==> src/rtl/scd_regs.vh <==
// Behaviour
// (RULE_01) master sck = clock / (2 x (divider+1))
// (RULE_02) divider 8-bit rw, resets zero, master only
// (RULE_03) data write loads tx, starts master transfer
// (RULE_04) data read returns receive buffer
// (RULE_05) polarity one inverts sck waveform
// (RULE_06) slave presents miso before master shift edge
// (RULE_07) master waits two clocks after select
// (RULE_08) master holds select two clocks after sck
// (RULE_09) slave drives miso within four clocks
// (RULE_10) slave releases miso within four clocks
// (RULE_11) mosi valid two clocks before sample
// (RULE_12) mosi held two clocks after sample
// (RULE_13) slave updates miso within four clocks
// (RULE_14) phase one: miso changes six-eight after
// (RULE_15) sck idles at polarity level
// (RULE_16) transfer-complete flag sticky until software clear
// (RULE_17) write during transfer sets collision flag
// (RULE_18) master samples miso one clock before bit end; with divider zero the code samples in the bit-end clock
// (RULE_19) half-period counter reloads from divider, toggles sck
`ifndef SCD_REGS_VH
`define SCD_REGS_VH
`define SCD_ADDR_CLOCK_DIVIDER 8'hA2
`define SCD_ADDR_DATA_PORT     8'hA3
`define SCD_RESET_BYTE         8'h00
`define SCD_BITS_LAST          3'h7
`define SCD_SLAVE_LAG          3'h6
`define SCD_SAMPLE_AHEAD       8'h01
`define SCD_FIFO_WIDTH         8
`define SCD_FIFO_DEPTH         4
`define SCD_FIFO_ABITS         2
`endif

==> src/rtl/scd_fifo.v <==
`timescale 1ns/10ps
`include "scd_regs.vh"
module scd_fifo #(
  parameter WIDTH = `SCD_FIFO_WIDTH,
  parameter DEPTH = `SCD_FIFO_DEPTH,
  parameter ABITS = `SCD_FIFO_ABITS
) (
  input  wire             ref_clk,
  input  wire             rst,
  input  wire [WIDTH-1:0] inData,
  input  wire             inValid,
  output wire             inReady,
  output wire [WIDTH-1:0] outData,
  output wire             outValid,
  input  wire             outReady
);
  reg [WIDTH-1:0] mem [0:DEPTH-1];
  reg [ABITS:0]   wrPtr;
  reg [ABITS:0]   rdPtr;
  wire            full;
  wire            empty;
  assign empty    = (wrPtr == rdPtr);
  assign full     = (wrPtr[ABITS-1:0] == rdPtr[ABITS-1:0]) && (wrPtr[ABITS] != rdPtr[ABITS]);
  assign inReady  = !full;
  assign outValid = !empty;
  assign outData  = mem[rdPtr[ABITS-1:0]];
  always @(posedge ref_clk) begin
    if (inValid && !full)
      mem[wrPtr[ABITS-1:0]] <= inData;
  end
  always @(posedge ref_clk or posedge rst) begin
    if (rst) begin
      wrPtr <= {(ABITS+1){1'b0}};
      rdPtr <= {(ABITS+1){1'b0}};
    end else begin
      if (inValid && !full)
        wrPtr <= wrPtr + 1'b1;
      if (outReady && !empty)
        rdPtr <= rdPtr + 1'b1;
    end
  end
endmodule // scd_fifo

==> src/rtl/scd_spi_port.v <==
`timescale 1ns/10ps
`include "scd_regs.vh"
module scd_spi_port (
  input  wire       ref_clk,
  input  wire       rst,
  input  wire [7:0] sfrAddr,
  input  wire [7:0] sfrWdata,
  input  wire       sfrWrite,
  input  wire       sfrRead,
  output reg  [7:0] sfrRdata,
  input  wire       masterEnable,
  input  wire       clock_polarity,
  input  wire       clock_phase,
  input  wire       clearTransferComplete,
  input  wire       clearWriteCollision,
  output reg        transfer_complete_flag,
  output reg        write_collision_flag,
  output reg        portInterrupt,
  output reg        busy,
  output reg        sckOut,
  output reg        sckOe,
  input  wire       sckIn,
  output reg        mosiOut,
  output reg        mosiOe,
  input  wire       mosiIn,
  output reg        misoOut,
  output reg        misoOe,
  input  wire       misoIn,
  input  wire       slave_select_n
);
  localparam ST_IDLE = 2'h0;
  localparam ST_LOW  = 2'h1;
  localparam ST_HIGH = 2'h2;
  localparam ST_END  = 2'h3;

  // ----------------------------------------------------------------
  // register file
  // ----------------------------------------------------------------
  reg  [7:0] clock_rate_divider_value;
  reg  [7:0] rxBuffer;
  reg  [1:0] state;
  reg  [7:0] halfCount;
  reg  [7:0] shiftReg;
  reg  [2:0] bitCount;
  reg        slvActive;
  reg        sckPrev;
  reg        ssPrev;
  reg  [2:0] lagCount;
  reg        lagRun;
  wire       lagFire;
  wire       collide;
  wire       dataWrite;
  wire       txValid;
  wire [7:0] txData;
  wire       txReady;
  wire       txTake;
  wire       sckLevel;
  wire       sckRise;
  wire       sckFall;
  wire       leadEdge;
  wire       trailEdge;
  wire       sampleEdge;
  wire       shiftEdge;
  wire       masterDone;
  wire       slaveDone;

  assign dataWrite = sfrWrite && (sfrAddr == `SCD_ADDR_DATA_PORT);
  assign collide   = dataWrite && (busy || !txReady); // RULE_17

  always @(posedge ref_clk or posedge rst) begin
    if (rst)
      clock_rate_divider_value <= `SCD_RESET_BYTE; // RULE_02
    else if (sfrWrite && sfrAddr == `SCD_ADDR_CLOCK_DIVIDER)
      clock_rate_divider_value <= sfrWdata; // RULE_02
  end

  // ----------------------------------------------------------------
  // read data
  // ----------------------------------------------------------------
  always @(posedge ref_clk or posedge rst) begin
    if (rst) begin
      sfrRdata <= `SCD_RESET_BYTE;
    end else if (sfrRead) begin
      case (sfrAddr)
        `SCD_ADDR_CLOCK_DIVIDER: sfrRdata <= clock_rate_divider_value;
        `SCD_ADDR_DATA_PORT:     sfrRdata <= rxBuffer; // RULE_04
        default:                 sfrRdata <= `SCD_RESET_BYTE;
      endcase
    end
  end

  // ----------------------------------------------------------------
  // transmit buffer
  // ----------------------------------------------------------------
  scd_fifo #(
    .WIDTH (`SCD_FIFO_WIDTH),
    .DEPTH (`SCD_FIFO_DEPTH),
    .ABITS (`SCD_FIFO_ABITS)
  ) txFifo (
    .ref_clk  (ref_clk),
    .rst      (rst),
    .inData   (sfrWdata),
    .inValid  (dataWrite && !busy), // RULE_03
    .inReady  (txReady),
    .outData  (txData),
    .outValid (txValid),
    .outReady (txTake)
  );

  assign txTake = txValid && !busy && !lagRun &&
                  ((masterEnable && state == ST_IDLE) || (!masterEnable && !slvActive));

  // ----------------------------------------------------------------
  // slave edge detection
  // ----------------------------------------------------------------
  assign sckLevel   = sckIn ^ clock_polarity; // RULE_05
  assign sckRise    = sckLevel && !sckPrev;
  assign sckFall    = !sckLevel && sckPrev;
  assign leadEdge   = sckRise;
  assign trailEdge  = sckFall;
  assign sampleEdge = clock_phase ? trailEdge : leadEdge;
  assign shiftEdge  = clock_phase ? leadEdge : trailEdge;
  assign slaveDone  = slvActive && sampleEdge && bitCount == `SCD_BITS_LAST;
  assign masterDone = (state == ST_END);
  assign lagFire    = lagRun && lagCount == `SCD_SLAVE_LAG;

  // ----------------------------------------------------------------
  // edge history
  // ----------------------------------------------------------------
  always @(posedge ref_clk or posedge rst) begin
    if (rst) begin
      sckPrev <= 1'b0;
      ssPrev  <= 1'b1;
    end else begin
      sckPrev <= sckLevel;
      ssPrev  <= slave_select_n;
    end
  end

  // ----------------------------------------------------------------
  // pin enables
  // ----------------------------------------------------------------
  always @(posedge ref_clk or posedge rst) begin
    if (rst) begin
      sckOe  <= 1'b0;
      mosiOe <= 1'b0;
      misoOe <= 1'b0;
    end else begin
      sckOe  <= masterEnable;
      mosiOe <= masterEnable;
      misoOe <= !masterEnable && !slave_select_n; // RULE_09 RULE_10
    end
  end

  // ----------------------------------------------------------------
  // slave lag timer
  // ----------------------------------------------------------------
  always @(posedge ref_clk or posedge rst) begin
    if (rst) begin
      lagCount <= 3'h0;
      lagRun   <= 1'b0;
    end else if (slaveDone) begin
      lagCount <= 3'h0;
      lagRun   <= clock_phase; // RULE_14
    end else if (lagRun) begin
      lagCount <= lagCount + 1'b1;
      if (lagFire)
        lagRun <= 1'b0;
    end
  end

  // ----------------------------------------------------------------
  // shift engine
  // ----------------------------------------------------------------
  always @(posedge ref_clk or posedge rst) begin
    if (rst) begin
      state     <= ST_IDLE;
      halfCount <= `SCD_RESET_BYTE;
      shiftReg  <= `SCD_RESET_BYTE;
      bitCount  <= 3'h0;
      busy      <= 1'b0;
      slvActive <= 1'b0;
      sckOut    <= 1'b0;
      mosiOut   <= 1'b0;
      misoOut   <= 1'b0;
      rxBuffer  <= `SCD_RESET_BYTE;
    end else begin
      if (masterEnable) begin
        case (state)
          ST_IDLE: begin
            sckOut <= clock_polarity; // RULE_15
            if (txTake) begin
              shiftReg  <= txData;
              mosiOut   <= txData[7];
              busy      <= 1'b1;
              bitCount  <= 3'h0;
              halfCount <= clock_rate_divider_value; // RULE_19
              state     <= ST_LOW;
            end
          end
          ST_LOW: begin
            if (halfCount == `SCD_RESET_BYTE) begin
              halfCount <= clock_rate_divider_value; // RULE_19
              sckOut    <= !clock_polarity; // RULE_01
              state     <= ST_HIGH;
              if (clock_phase)
                mosiOut <= shiftReg[7];
            end else
              halfCount <= halfCount - 1'b1;
          end
          ST_HIGH: begin
            if (halfCount == `SCD_SAMPLE_AHEAD ||
                clock_rate_divider_value == `SCD_RESET_BYTE) begin
              if (halfCount == `SCD_RESET_BYTE || halfCount == `SCD_SAMPLE_AHEAD)
                shiftReg <= {shiftReg[6:0], misoIn}; // RULE_18
            end
            if (halfCount == `SCD_RESET_BYTE) begin
              halfCount <= clock_rate_divider_value;
              sckOut    <= clock_polarity; // RULE_05
              if (bitCount == `SCD_BITS_LAST)
                state <= ST_END;
              else begin
                bitCount <= bitCount + 1'b1;
                state    <= ST_LOW;
                if (!clock_phase && clock_rate_divider_value == `SCD_RESET_BYTE)
                  mosiOut <= shiftReg[6];
                else if (!clock_phase)
                  mosiOut <= shiftReg[7];
              end
            end else
              halfCount <= halfCount - 1'b1;
          end
          ST_END: begin
            rxBuffer <= shiftReg;
            busy     <= 1'b0;
            state    <= ST_IDLE;
          end
          default: state <= ST_IDLE;
        endcase
      end else begin
        state  <= ST_IDLE;
        sckOut <= clock_polarity;
        if (txTake) begin
          shiftReg <= txData;
          busy     <= 1'b0;
        end
        if (!slave_select_n && ssPrev) begin
          slvActive <= 1'b1;
          bitCount  <= 3'h0;
          if (!clock_phase)
            misoOut <= shiftReg[7]; // RULE_09
        end else if (slave_select_n)
          slvActive <= 1'b0;
        if (slvActive && !slave_select_n) begin
          busy <= 1'b1;
          if (sampleEdge) begin
            shiftReg <= {shiftReg[6:0], mosiIn};
            bitCount <= bitCount + 1'b1;
          end
          if (shiftEdge && (clock_phase || bitCount != 3'h0))
            misoOut <= clock_phase ? shiftReg[7] : shiftReg[7]; // RULE_13
        end
        if (slaveDone) begin
          rxBuffer  <= {shiftReg[6:0], mosiIn};
          slvActive <= 1'b0;
          busy      <= 1'b0;
        end
        if (lagFire)
          misoOut <= shiftReg[7]; // RULE_14
      end
    end
  end

  // ----------------------------------------------------------------
  // flags
  // ----------------------------------------------------------------
  always @(posedge ref_clk or posedge rst) begin
    if (rst)
      transfer_complete_flag <= 1'b0;
    else if (masterDone || slaveDone)
      transfer_complete_flag <= 1'b1; // RULE_16
    else if (clearTransferComplete)
      transfer_complete_flag <= 1'b0;
  end

  always @(posedge ref_clk or posedge rst) begin
    if (rst)
      write_collision_flag <= 1'b0;
    else if (collide)
      write_collision_flag <= 1'b1; // RULE_17
    else if (clearWriteCollision)
      write_collision_flag <= 1'b0;
  end

  // ----------------------------------------------------------------
  // port interrupt
  // ----------------------------------------------------------------
  always @(posedge ref_clk or posedge rst) begin
    if (rst)
      portInterrupt <= 1'b0;
    else
      portInterrupt <= transfer_complete_flag || write_collision_flag ||
                       masterDone || slaveDone || collide; // RULE_17
  end
endmodule // scd_spi_port

==> config.mk <==
export PLATFORM = sky130hd
export DESIGN_NAME = scd_spi_port
export DESIGN_NICKNAME = d
export VERILOG_FILES = /design/src/rtl/scd_fifo.v /design/src/rtl/scd_spi_port.v
export VERILOG_INCLUDE_DIRS = /design/src /design/src/rtl
export SDC_FILE = /design/constraint.sdc
export NUM_CORES = 1
export LEC_CHECK = 0
export BUFFER_PORTS_ARGS = -buffer_cell sky130_fd_sc_hd__buf_2
export CORE_ASPECT_RATIO = 0.6
export CORE_MARGIN = 5
export CORE_UTILIZATION = 35
export DETAILED_ROUTE_END_ITERATION = 8
export GPL_TIMING_DRIVEN = 0
export HOLD_SLACK_MARGIN = 0.03
export PLACE_DENSITY = 0.53
export SETUP_SLACK_MARGIN = 0.05
export SLEW_MARGIN = 10
export SYNTH_ARGS = -nofsm -noshare
export SYNTH_HDL_FRONTEND = slang
export SYNTH_SLANG_ARGS = --single-unit
==> constraint.sdc <==
create_clock -name ref_clk -period 2.6 [get_ports ref_clk]
set_input_delay 0 -clock ref_clk [delete_from_list [all_inputs] [get_ports ref_clk]]
set_output_delay 0 -clock ref_clk [all_outputs]
set_load 0.005 [all_outputs]
# [After elaboration in Yosys (flattened, before gate mapping)]
# Memory sizes are Yosys's and may differ from the RTL's.
# Cells that the tools add are included.
[totals] reg_bits=67 mem_bits_rw=32 in_bits=29 out_inout_bits=18 word_cells=190 mem_count=1
[memory_table] name="txFifo.mem" depth=4 width=8 read_ports=1 rd_clocked_by_memory_dff=0 write_ports=1 line_no="scd_fifo.v:17" source="reg [WIDTH-1:0] mem [0:DEPTH-1];"
[op_classes] addsub=5 n_eq_ne=27 muxes=67 n_bitwise=2 n_reduce_logical=65
[ops] op="8-bit two-way mux" n=11
[ops] op="8-bit one-hot mux with 2 select lines" n=3
[ops] op="1-bit two-way mux" n=34
[ops] op="3-bit two-way mux" n=9
[ops] op="1-bit logical AND" n=22
[ops] op="3-bit != test, second input constant" n=6
[ops] op="8-bit equality test, second input constant" n=2
[ops] op="8-bit logical NOT" n=2
[ops] op="3-bit AND reduction" n=5
[ops] op="3-bit by 1-bit adder with 3-bit output, second input constant" n=4
[ops] op="1-bit logical NOT" n=11
[ops] op="1-bit logical OR" n=10
[ops] op="2-bit two-way mux" n=5
[ops] op="2-bit nonzero test" n=5
[ops] op="3-bit nonzero test" n=3
[ops] op="8-bit by 1-bit equality test with 1-bit output, second input constant" n=1
[ops] op="2-bit != test, second input constant" n=4
[ops] op="2-bit one-hot mux with 4 select lines" n=1
[ops] op="8-bit AND reduction" n=1
[ops] op="8-bit by 1-bit subtractor with 8-bit output, second input constant" n=1
[ops] op="3-bit equality test, second input constant" n=2
[ops] op="3-bit by 1-bit != test with 1-bit output, second input constant" n=2
[ops] op="1-bit one-hot mux with 3 select lines" n=2
[ops] op="3-bit one-hot mux with 2 select lines" n=1
[ops] op="other kinds (16)" n=19

# [Longest topological paths before layout]
# Gate-level depths: netlist of run 1.
[depth] ltp_word=9 depth_mapped=10 mapped_depth_nobuf=7

# [By module]
# Synthesis of run 1 repeated with hierarchy kept, for this count alone.
[hier_totals] hier_cells=436 area_unflattened_um2=4924.7
[modules_own_cells] module="scd_spi_port" n_inst=1 cells_each=348 area_per_inst_um2=3315.7 seq_area_each_um2=1527.7
[modules_own_cells] module="scd_fifo" n_inst=1 cells_each=88 area_per_inst_um2=1609.0 seq_area_each_um2=1111.1

# [Worst setup path before layout of run 1]
# No wires, ideal clock.
[synth_timing] path_type="reg-to-reg" start="reg state[0]" end="reg halfCount[0]" setup_time_ns=0.080 arrival_ns=2.048 required_time_ns=2.520 slack_ns=0.472 path_stages_with_launch=10 path_buffers=2 synth_period_minus_slack_ns=2.128 path_cell_list="dfrtp_1 > inv_1 > ha_1 > buf_4 > nand2_4 > a211o_1 > buf_6 > o32a_4 > or3_1 > o211ai_2"
[synth_via] elab_chain_cells=6 word_cells_on_any_way=11 classes_between="eq/ne (3); mux (1); reduce/logical (7)"
[synth_rtl] element="from (decl)" line_no="scd_spi_port.v:41" source="reg [1:0] state;"
[synth_rtl] element="from (signal assigned)" line_no="scd_spi_port.v:177" source="state <= ST_IDLE;"
[synth_rtl] element="from (signal assigned)" line_no="scd_spi_port.v:198" source="state <= ST_LOW;"
[synth_rtl] element="from (signal assigned)" line_no="scd_spi_port.v:205" source="state <= ST_HIGH;"
[synth_rtl] element="2-bit logical NOT" line_no="scd_spi_port.v:111, scd_spi_port.v:189"
[synth_rtl] element="1-bit logical AND" line_no="scd_spi_port.v:111" source="((masterEnable && state == ST_IDLE) || (!masterEnable && !slvActive));"
[synth_rtl] element="1-bit logical OR" line_no="scd_spi_port.v:111"
[synth_rtl] element="1-bit logical AND" line_no="scd_spi_port.v:110" source="assign txTake = txValid && !busy && !lagRun &&"
[synth_rtl] element="2-bit by 1-bit != test with 1-bit output (no line)"
[synth_rtl] element="3-bit AND reduction (no line)"
[synth_rtl] element="to (signal assigned)" line_no="scd_spi_port.v:178" source="halfCount <= `SCD_RESET_BYTE;"
[synth_rtl] element="to (signal assigned)" line_no="scd_spi_port.v:197" source="halfCount <= clock_rate_divider_value;"
[synth_rtl] element="to (signal assigned)" line_no="scd_spi_port.v:203" source="halfCount <= clock_rate_divider_value;"
[synth_rtl] element="to (decl)" line_no="scd_spi_port.v:42" source="reg [7:0] halfCount;"
# Several ways; a longest one is shown, not always the timed one.
# A chain may end at the register's enable or synchronous reset.

# [Worst setup path after layout of run 1]
[layout_timing] start="reg state[0]" end="reg halfCount[2]"
# Same word-level chain as after synthesis.

==> parameters.txt, run 1 <==
Parameter                              Value

Synthesis
  Fraction of synthesized cell area taken by the top area cell type ... between 30% and 40%
  Syn Nets ... around 480
  Async set or reset register ratio after synthesis ... 67.68%
  Leading cell types by total area after synthesis ... sky130_fd_sc_hd__dfrtp_1 (33%), sky130_fd_sc_hd__edfxtp_1 (19%), sky130_fd_sc_hd__ha_1 (4.0%)
  Register bit total from synthesis ... between 90 and 100
  Number of enable-type register cells in the synthesized netlist ... 32
  Share of synthesized area occupied by flip-flops and latches ... between 50% and 60%
  Post-Synthesis Mean Instance Area ... between 10 and 15 µm²
  Instance count of the mapped netlist ... about 430
  Dominant synthesized flop cell ... sky130_fd_sc_hd__dfrtp_1
  Ys Warns ... 0
  Count of distinct cell types in the synthesized netlist ... 67
  Area of the mapped netlist ... 4992 µm²
  Largest area contributor in the netlist ... sky130_fd_sc_hd__dfrtp_1

Final layout
  P&R area growth vs syn ... 19.17%
  FILL cells ... 1,300
  Number of diodes added for antenna fixing ... 0
  Fraction of layout cells with a size suffix above 1 ... approximately a fifth
  Post-route cell area ... a little under 6000 µm²
  Post-layout net count ... ~550

Routing
  Post-DR wirelength/cell ... 17.22 µm
  Remaining routing DRC violations ... 0
  Iteration-0 DRC Markers ... around 240
  Pre-antenna DRT Iters ... 5
  Remaining number of nets flagged by the antenna check after routing ... 0
  Total length of routed wires ... ~12,000 µm
  Detailed-route vias per instance ... a little over 5
  Count of vias placed by the detailed router ... about 3,600

Pwr
  Reported leakage power ... ~2.5 nW
  Internal portion of total power ... 3.088 mW
  Part of the power in the clock network ... 28.3%
  Switching fraction of total power ... roughly a third
  Switch Pwr ... between 1.5 and 2 mW
  Pwr dens ... 783.0 nW/µm²
  Total power consumption of the routed design ... around 4.7 mW
  Worst vdd ir ... around 300 µV
  Seq pwr share ... a little over two fifths
  Relative contribution of combinational cells to total power ... between 20% and 30%

GRT
  Largest net degree at the start of global routing ... 64
  Global router's overall resource usage ... 15.17%
  Global-route wire length before repair ... between 15,000 and 20,000 µm
  Number of global-route vias before repair ... 3,589
  Total overflow reported by the global router ... 0
  Antenna violations before repair ... 0

STA
  Fin. max-slew vios ... 0
  Maximum clock skew at final layout ... between 6 and 7 ps
  Post-route worst hold slack ... around 37 ps
  Rel. slew slack ... between 50% and 60%
  FMAX ... roughly 420 MHz
  Setup TNS Final ... 0 ps
  Tcrit/Tclk final ... between 90% and 100%
  Pin slew with the least headroom to its limit ... about 650 ps
  Minimum clock period after layout ... about 2400 ps
  Endpoints failing setup ... 0
  Final hold violation count ... 0
  Unrepaired setup endpoints after global routing ... false

Clocking
  Maximum clock path buffer count ... 2
  Clock tree from TritonCTS ... yes
  CTS Sinks ... 99
  Reg clk slew, reported paths ... approximately 70 ps
  Source-to-sink clock delay at the later pin of the worst-skew pair ... between 300 and 400 ps
  Post-CTS Setup Repair Bufs ... 0
  Number of CTS-inserted buffers ... 9
  Clock tree root buffer cell ... sky130_fd_sc_hd__clkbuf_16
  Deepest level of the CTS H-tree ... 3

Critical path
  Kind of critical path ... reg2reg
  Data required time at the worst endpoint ... roughly 2800 ps
  Startpoint type of the worst setup path ... flop
  Type of destination of the critical path ... flop
  Crit-path max FO ... 10
  Launch point of the worst path ... state[0]
  Source of the worst register-to-register timing path ... state[0]
  Critical Path AT ... 2610 ps

Floorplanning
  Area of the die ... about 17,000 µm²
  Die X-Extent ... between 150 and 200 µm
  Core region area ... 13,830 µm²
  Starting density of the core ... around 36%
  Number of placement rows ... 33
  Number of ports placed on the die boundary ... 47
  Overall die height ... 102.5 µm

Outcome
  Outcome ... complete, no violations

Min path
  Worst hold start ... sfrWrite
  Worst Hold Class ... in2reg

Place
  RD Place Congestion ... 0.8165
  Number of port buffers ... 44
  Estimated wirelength of the detail-placed design ... between 8000 and 9000 µm
  Instance area after placement ... 5483 µm²

Run
  Max-cap violation count ... 0
stage by stage:
| step | setup slack (ps) | cells | utilization [%] |
|---|---|---|---|
| floorplan | 471.9 | 434 | - |
| global placement | 3.289 | 670 | 39.42 |
| detailed placement | 201.1 | 671 | 39.64 |
| CTS | 182.0 | 704 | 42.99 |
| global route | 52.64 | 704 | 43.01 |
| finish | 200.6 | 704 | 43.01 |
placed cells by master, fill, tap and decap left out, types with 3 or more instances in the layout:
cell type,n
sky130_fd_sc_hd__dfrtp_1,66
sky130_fd_sc_hd__buf_2,49
sky130_fd_sc_hd__nor2_1,42
sky130_fd_sc_hd__edfxtp_1,32
sky130_fd_sc_hd__inv_1,31
sky130_fd_sc_hd__a21oi_1,25
sky130_fd_sc_hd__nand2_1,19
sky130_fd_sc_hd__mux2i_1,18
sky130_fd_sc_hd__o21ai_0,17
sky130_fd_sc_hd__dlygate4sd3_1,17
sky130_fd_sc_hd__ha_1,16
sky130_fd_sc_hd__nor3_1,15
sky130_fd_sc_hd__mux2_2,11
sky130_fd_sc_hd__a22oi_1,10
sky130_fd_sc_hd__clkbuf_16,9
sky130_fd_sc_hd__clkbuf_1,8
sky130_fd_sc_hd__nand3_1,8
sky130_fd_sc_hd__mux4_2,8
sky130_fd_sc_hd__o22a_1,7
sky130_fd_sc_hd__and2_1,6
sky130_fd_sc_hd__xnor2_1,5
sky130_fd_sc_hd__a31oi_1,5
sky130_fd_sc_hd__buf_6,4
sky130_fd_sc_hd__nor4_1,4
sky130_fd_sc_hd__xor2_1,4
sky130_fd_sc_hd__nand4_1,3
sky130_fd_sc_hd__buf_4,3
sky130_fd_sc_hd__a211oi_1,3
sky130_fd_sc_hd__or3_1,3
sky130_fd_sc_hd__o32ai_1,3
sky130_fd_sc_hd__inv_8,3
worst max-delay path: stages, from the launching register on:
cell	delay [ps]
sky130_fd_sc_hd__dfrtp_1	420
sky130_fd_sc_hd__inv_1	110
sky130_fd_sc_hd__ha_1	170
sky130_fd_sc_hd__buf_6	150
sky130_fd_sc_hd__nand2_4	80
sky130_fd_sc_hd__a211o_1	340
sky130_fd_sc_hd__buf_6	160
sky130_fd_sc_hd__o32a_4	340
sky130_fd_sc_hd__buf_2	190
sky130_fd_sc_hd__o21ai_0	150
sky130_fd_sc_hd__o21ai_0	130
worst paths after layout:
path	end	slack (ps)	cells after the start
worst max-delay path	halfCount[2]	200	10
worst min-delay path	write_collision_flag	40	3
worst max register to register	halfCount[2]	200	10
worst min register to register	portInterrupt	490	2
max in group asynchronous	bitCount[1]	2010	4
min in group asynchronous	txFifo.wrPtr[1]	70	3
cells by family (layout without fill, tap and decap cells):
logic type,after synthesis,count (layout),synth area share [%]
and+or+nand+nor,121,121,12.53
DFF,99,99,52.86
AOI/OAI and AO/OA,98,98,14.14
buffers and inverters,53,131,4.862
muxes,37,37,9.699
adders and majority gates,16,16,4.010
xor gates and xnor gates,10,10,1.905
registers in the layout (all words and copies together), names as in the netlist, 2 cells and up:
register	cells
bitCount	3
clock_rate_divider_value	8
halfCount	8
lagCount	3
rxBuffer	8
sfrRdata	8
shiftReg	8
state	2
txFifo.mem	32
txFifo.rdPtr	3
txFifo.wrPtr	3
Yosys cell counts (3+ instances only):
library cell,instances
sky130_fd_sc_hd__mux2i_1,18
sky130_fd_sc_hd__nand3_1,8
sky130_fd_sc_hd__buf_4,4
sky130_fd_sc_hd__ha_1,16
sky130_fd_sc_hd__o22a_1,7
sky130_fd_sc_hd__clkbuf_1,8
sky130_fd_sc_hd__buf_2,5
sky130_fd_sc_hd__a211oi_1,3
sky130_fd_sc_hd__o21ai_0,19
sky130_fd_sc_hd__o32ai_1,3
sky130_fd_sc_hd__xor2_1,4
sky130_fd_sc_hd__edfxtp_1,32
sky130_fd_sc_hd__or3_1,3
sky130_fd_sc_hd__a31oi_1,5
sky130_fd_sc_hd__nand4_1,3
sky130_fd_sc_hd__nand2_1,19
sky130_fd_sc_hd__nor2_1,42
sky130_fd_sc_hd__dfrtp_1,66
sky130_fd_sc_hd__a21oi_1,25
sky130_fd_sc_hd__inv_1,32
sky130_fd_sc_hd__nor3_1,15
sky130_fd_sc_hd__and2_1,6
sky130_fd_sc_hd__mux2_2,11
sky130_fd_sc_hd__mux4_2,8
sky130_fd_sc_hd__buf_6,3
sky130_fd_sc_hd__a22oi_1,10
sky130_fd_sc_hd__nor4_1,4
sky130_fd_sc_hd__xnor2_1,5
timing repair:
action,4_1_cts,5_1_grt
endpoints found under the setup margin,0,6
gates resized for setup,0,3
hold endpoints to repair,120,0
hold buffers,17,0
power by group through the flow:
stage | clock [mW] | sequential [mW] | combinational (mW)
2_1_floorplan | 0 | 2.00 | 0.951
3_3_place_gp | 0 | 2.06 | 1.25
3_5_place_dp | 0 | 2.07 | 1.27
4_1_cts | 1.36 | 2.04 | 1.30
5_1_grt | 1.42 | 2.08 | 1.45
6_report | 1.32 | 2.04 | 1.30
metal layers:
metal,vias to the layer above,GRT usage (%),part of all wire (%),routed length [µm]
li1,1738,-,-,-
met1,1763,24.56,55,6696
met5,-,0,0,0
met2,83,20.09,39,4678
met3,11,3.556,5.3,646
met4,0,3.544,0.83,100
layout make-up:
type                            instances  area, µm²  area share (%)
Sequential cell                        99       2639           44.35
Clock buffer                            9      225.2           3.785
Buffer                                 21      126.4           2.124
Multi-Input combinational cell        282       2111           35.48
Timing Repair Buffer                   62      417.9           7.024
Inverter                               32      122.6           2.061
Clock inverter                          7      67.56           1.136
Tap cell                              192      240.2           4.038
Note: power is estimated with default switching activity, not from simulation.
==> run 2: changes to the inputs <==
--- a/config.mk
+++ b/config.mk
@@ -18,4 +18,5 @@
 export SLEW_MARGIN = 10
 export SYNTH_ARGS = -nofsm -noshare
 export SYNTH_HDL_FRONTEND = slang
+export SYNTH_HIERARCHICAL = 1
 export SYNTH_SLANG_ARGS = --single-unit
==> parameters.txt, run 2 <==
Parameter                              Value

STA
  Maximum clock skew at final layout ... approximately 9 ps
  Setup TNS Final ... 0 ps
  Pin slew with the least headroom to its limit ... approximately 850 ps
  Post-route worst hold slack ... about 53 ps
  FMAX ... just over 400 MHz
  Rel. slew slack ... between 40% and 50%
  Minimum clock period after layout ... around 2400 ps
  Final hold violation count ... 0
  Endpoints failing setup ... 0
  Fin. max-slew vios ... 0
  Unrepaired setup endpoints after global routing ... false
  Tcrit/Tclk final ... 92.84%

Synthesis
  Register bit total from synthesis ... slightly below 100
  Area of the mapped netlist ... around 5000 µm²
  Instance count of the mapped netlist ... around 440
  Async set or reset register ratio after synthesis ... between 60% and 70%
  Multiplexer area fraction after synthesis ... approximately 8.4%
  Library cell with the highest instance count after synthesis ... sky130_fd_sc_hd__dfrtp_1
  Ys Warns ... 6
  Post-Synthesis Mean Instance Area ... about 11 µm²
  Synthesized-area fraction occupied by adder cells ... 4.065%
  Number of enable-type register cells in the synthesized netlist ... 32
  Dominant synthesized flop cell ... sky130_fd_sc_hd__dfrtp_1
  List of most frequent post-synthesis cells ... sky130_fd_sc_hd__dfrtp_1 (66), sky130_fd_sc_hd__nor2_1 (36), sky130_fd_sc_hd__a21oi_1 (34)
  Leading cell types by total area after synthesis ... sky130_fd_sc_hd__dfrtp_1 (34%), sky130_fd_sc_hd__edfxtp_1 (20%), sky130_fd_sc_hd__ha_1 (4.1%)
  Syn Nets ... 481
  Fraction of synthesized cell area taken by the top area cell type ... approximately a third
  Share of synthesized area occupied by flip-flops and latches ... between 50% and 60%
  Count of distinct cell types in the synthesized netlist ... between 60 and 70
  Combinational family with the most area after synthesis ... compound AO/OA/AOI/OAI gates
  Area share of and/or/nand/nor cells after synthesis ... 12.09%
  Compound-gate portion of the synthesized area ... between 15 and 20%
  Largest area contributor in the netlist ... sky130_fd_sc_hd__dfrtp_1
  Parity-gate share of the synthesized area counting xor and xnor cells ... under 10%

Critical path
  Critical Path AT ... approximately 2700 ps
  Cell with the largest stage delay on the worst path ... sky130_fd_sc_hd__or3_2
  Type of destination of the critical path ... flop
  Kind of critical path ... reg2reg
  Buffers and inverters on the worst path ... 1
  Data required time at the worst endpoint ... roughly 2900 ps
  Crit-path max FO ... 11
  Largest delay contributor family on the critical path ... simple AND/OR/NAND/NOR gates
  Startpoint type of the worst setup path ... flop
  Largest stage delay on the critical path ... about 500 ps
  Cells traversed along the worst timing path ... xor2_4 > or3_2 > or3b_1 > a211oi_2 > buf_4 > o21ai_2 > a22o_1

GRT
  Met1 demand-to-capacity share in global routing ... approximately 24%
  Global-route wire length before repair ... 19,900 µm
  Global router's overall resource usage ... around 16%
  Antenna violations before repair ... 0
  Largest net degree at the start of global routing ... 62
  Met3 Use GR ... about 3.5%
  Number of global-route vias before repair ... 3,601
  Met2 layer usage reported by global route ... ~22%
  GR peak layer ... met1
  Total overflow reported by the global router ... 0

Routing
  Count of vias placed by the detailed router ... between 3,000 and 4,000
  Post-DR wirelength/cell ... about 17 µm
  Iteration-0 DRC Markers ... between 150 and 200
  Total length of routed wires ... ~12,000 µm
  Remaining routing DRC violations ... 0
  Remaining number of nets flagged by the antenna check after routing ... 0
  Detailed-route vias per instance ... a little over 5
  Pre-antenna DRT Iters ... 4

Pwr
  Internal portion of total power ... between 2 and 3 mW
  Worst vdd ir ... between 200 and 300 µV
  Reported leakage power ... between 2 and 2.5 nW
  Relative contribution of combinational cells to total power ... 12.8%
  Total power consumption of the routed design ... 3.536 mW
  Pwr dens ... just under 600 nW/µm²
  Seq pwr share ... 50.7%
  Switch Pwr ... ~0.96 mW
  Switching fraction of total power ... between 20% and 30%
  Part of the power in the clock network ... between 30% and 40%

Final layout
  Flip-flop count of the largest register after layout ... 32
  P&R area growth vs syn ... 21.34%
  Number of diodes added for antenna fixing ... 0
  Final Util ... 43.59%
  Post-layout net count ... 559
  Fraction of layout cells with a size suffix above 1 ... 21.77%
  Most frequent standard cell in the layout excluding fill and tap cells ... sky130_fd_sc_hd__dfrtp_1
  Commonest cells after routing, fill and taps aside ... sky130_fd_sc_hd__dfrtp_1 (63), sky130_fd_sc_hd__buf_2 (46), sky130_fd_sc_hd__nor2_1 (35)

Floorplanning
  Number of ports placed on the die boundary ... between 40 and 50
  Area of the die ... 16,620 µm²
  Die X-Extent ... 163.1 µm
  Core region area ... between 10,000 and 15,000 µm²
  Number of placement rows ... 33
  Overall die height ... about 100 µm
  Starting density of the core ... between 30 and 40%

Clocking
  Source-to-sink clock delay at the later pin of the worst-skew pair ... 340 ps
  CTS Sinks ... 99
  Clock tree root buffer cell ... sky130_fd_sc_hd__clkbuf_16
  Reg clk slew, reported paths ... 80 ps
  Clock tree from TritonCTS ... yes
  Maximum clock path buffer count ... 2
  Deepest level of the CTS H-tree ... 3
  Number of CTS-inserted buffers ... 9

Min path
  Worst Hold Class ... in2reg

Place
  RD Place Congestion ... 0.8140
  Estimated wirelength of the detail-placed design ... 8775 µm
  Number of port buffers ... 44

Run
  Max-cap violation count ... 0

Outcome
  Outcome ... complete, no violations
-- run 2: cell type report --
| cell class | instances | area, µm² |
|---|---|---|
| sequential | 99 | 2643 |
| multi-input combinational | 291 | 2176 |
| fill | 1345 | 7732 |
| tap | 192 | 240.2 |
| clock inverter | 7 | 60.06 |
| inverter | 26 | 100.1 |
| clock buffer | 9 | 225.2 |
| buffer | 20 | 96.34 |
| timing repair buffer | 67 | 435.4 |
-- run 2: power by group through the flow --
stage / Combinational [mW] / Clock, mW / Sequential [mW]
global route: 0.519 / 1.39 / 1.81
floorplan: 0.291 / 0 / 1.80
detailed placement: 0.428 / 0 / 1.82
global placement: 0.422 / 0 / 1.82
finish: 0.454 / 1.29 / 1.79
CTS: 0.454 / 1.32 / 1.79
-- run 2: worst paths after layout --
kind,from,endpoint,depth (start not counted),slack [ps]
min in group asynchronous,rst,txFifo/wrPtr[2],3,150
max in group asynchronous,rst,sfrRdata[4],3,1720
worst max register to register,txFifo/rdPtr[0],shiftReg[4],7,190
worst min register to register,write_collision_flag,portInterrupt,2,490
worst min-delay path,sfrWrite,write_collision_flag,3,50
worst max-delay path,txFifo/rdPtr[0],shiftReg[4],7,190
-- run 2: routing by layer --
layer	wire length (µm)	share of wire [%]	vias to the layer above
met2	5193	42	71
met5	0	0	-
met4	53	0.43	0
met3	700	5.7	5
met1	6388	52	1790
li1	-	-	1767
-- run 2: cell families after synthesis --
logic type	count (synthesis)
AND/OR/NAND/NOR	115
multiplexers	30
AO/OA/AOI/OAI	118
XOR/XNOR	12
adder cells (fa/ha/maj)	16
flip-flops	99
buffers and inverters	46
-- run 2: tightest hold or removal path, cell delays in order --
cell and delay, ps:
sky130_fd_sc_hd__buf_2 140, sky130_fd_sc_hd__nand3_1 120, sky130_fd_sc_hd__o21ai_0 90
-- run 2: timing repair --
action                                 CTS  global route
gates resized for setup                  9            13
pin swaps                                1             1
buffers inserted                         0             6
endpoints found under the hold margin  118             0
setup endpoints to repair               23            17
hold buffers                            17             0
-- run 2: metrics by stage --
step	setup WS, ps	cell area, µm²	std cells
detailed placement	-275.8	5388	672
global placement	-280.3	5385	672
CTS	47.17	5898	705
finish	186.1	5976	711
global route	61.95	5976	711
floorplan	197.2	4925	436
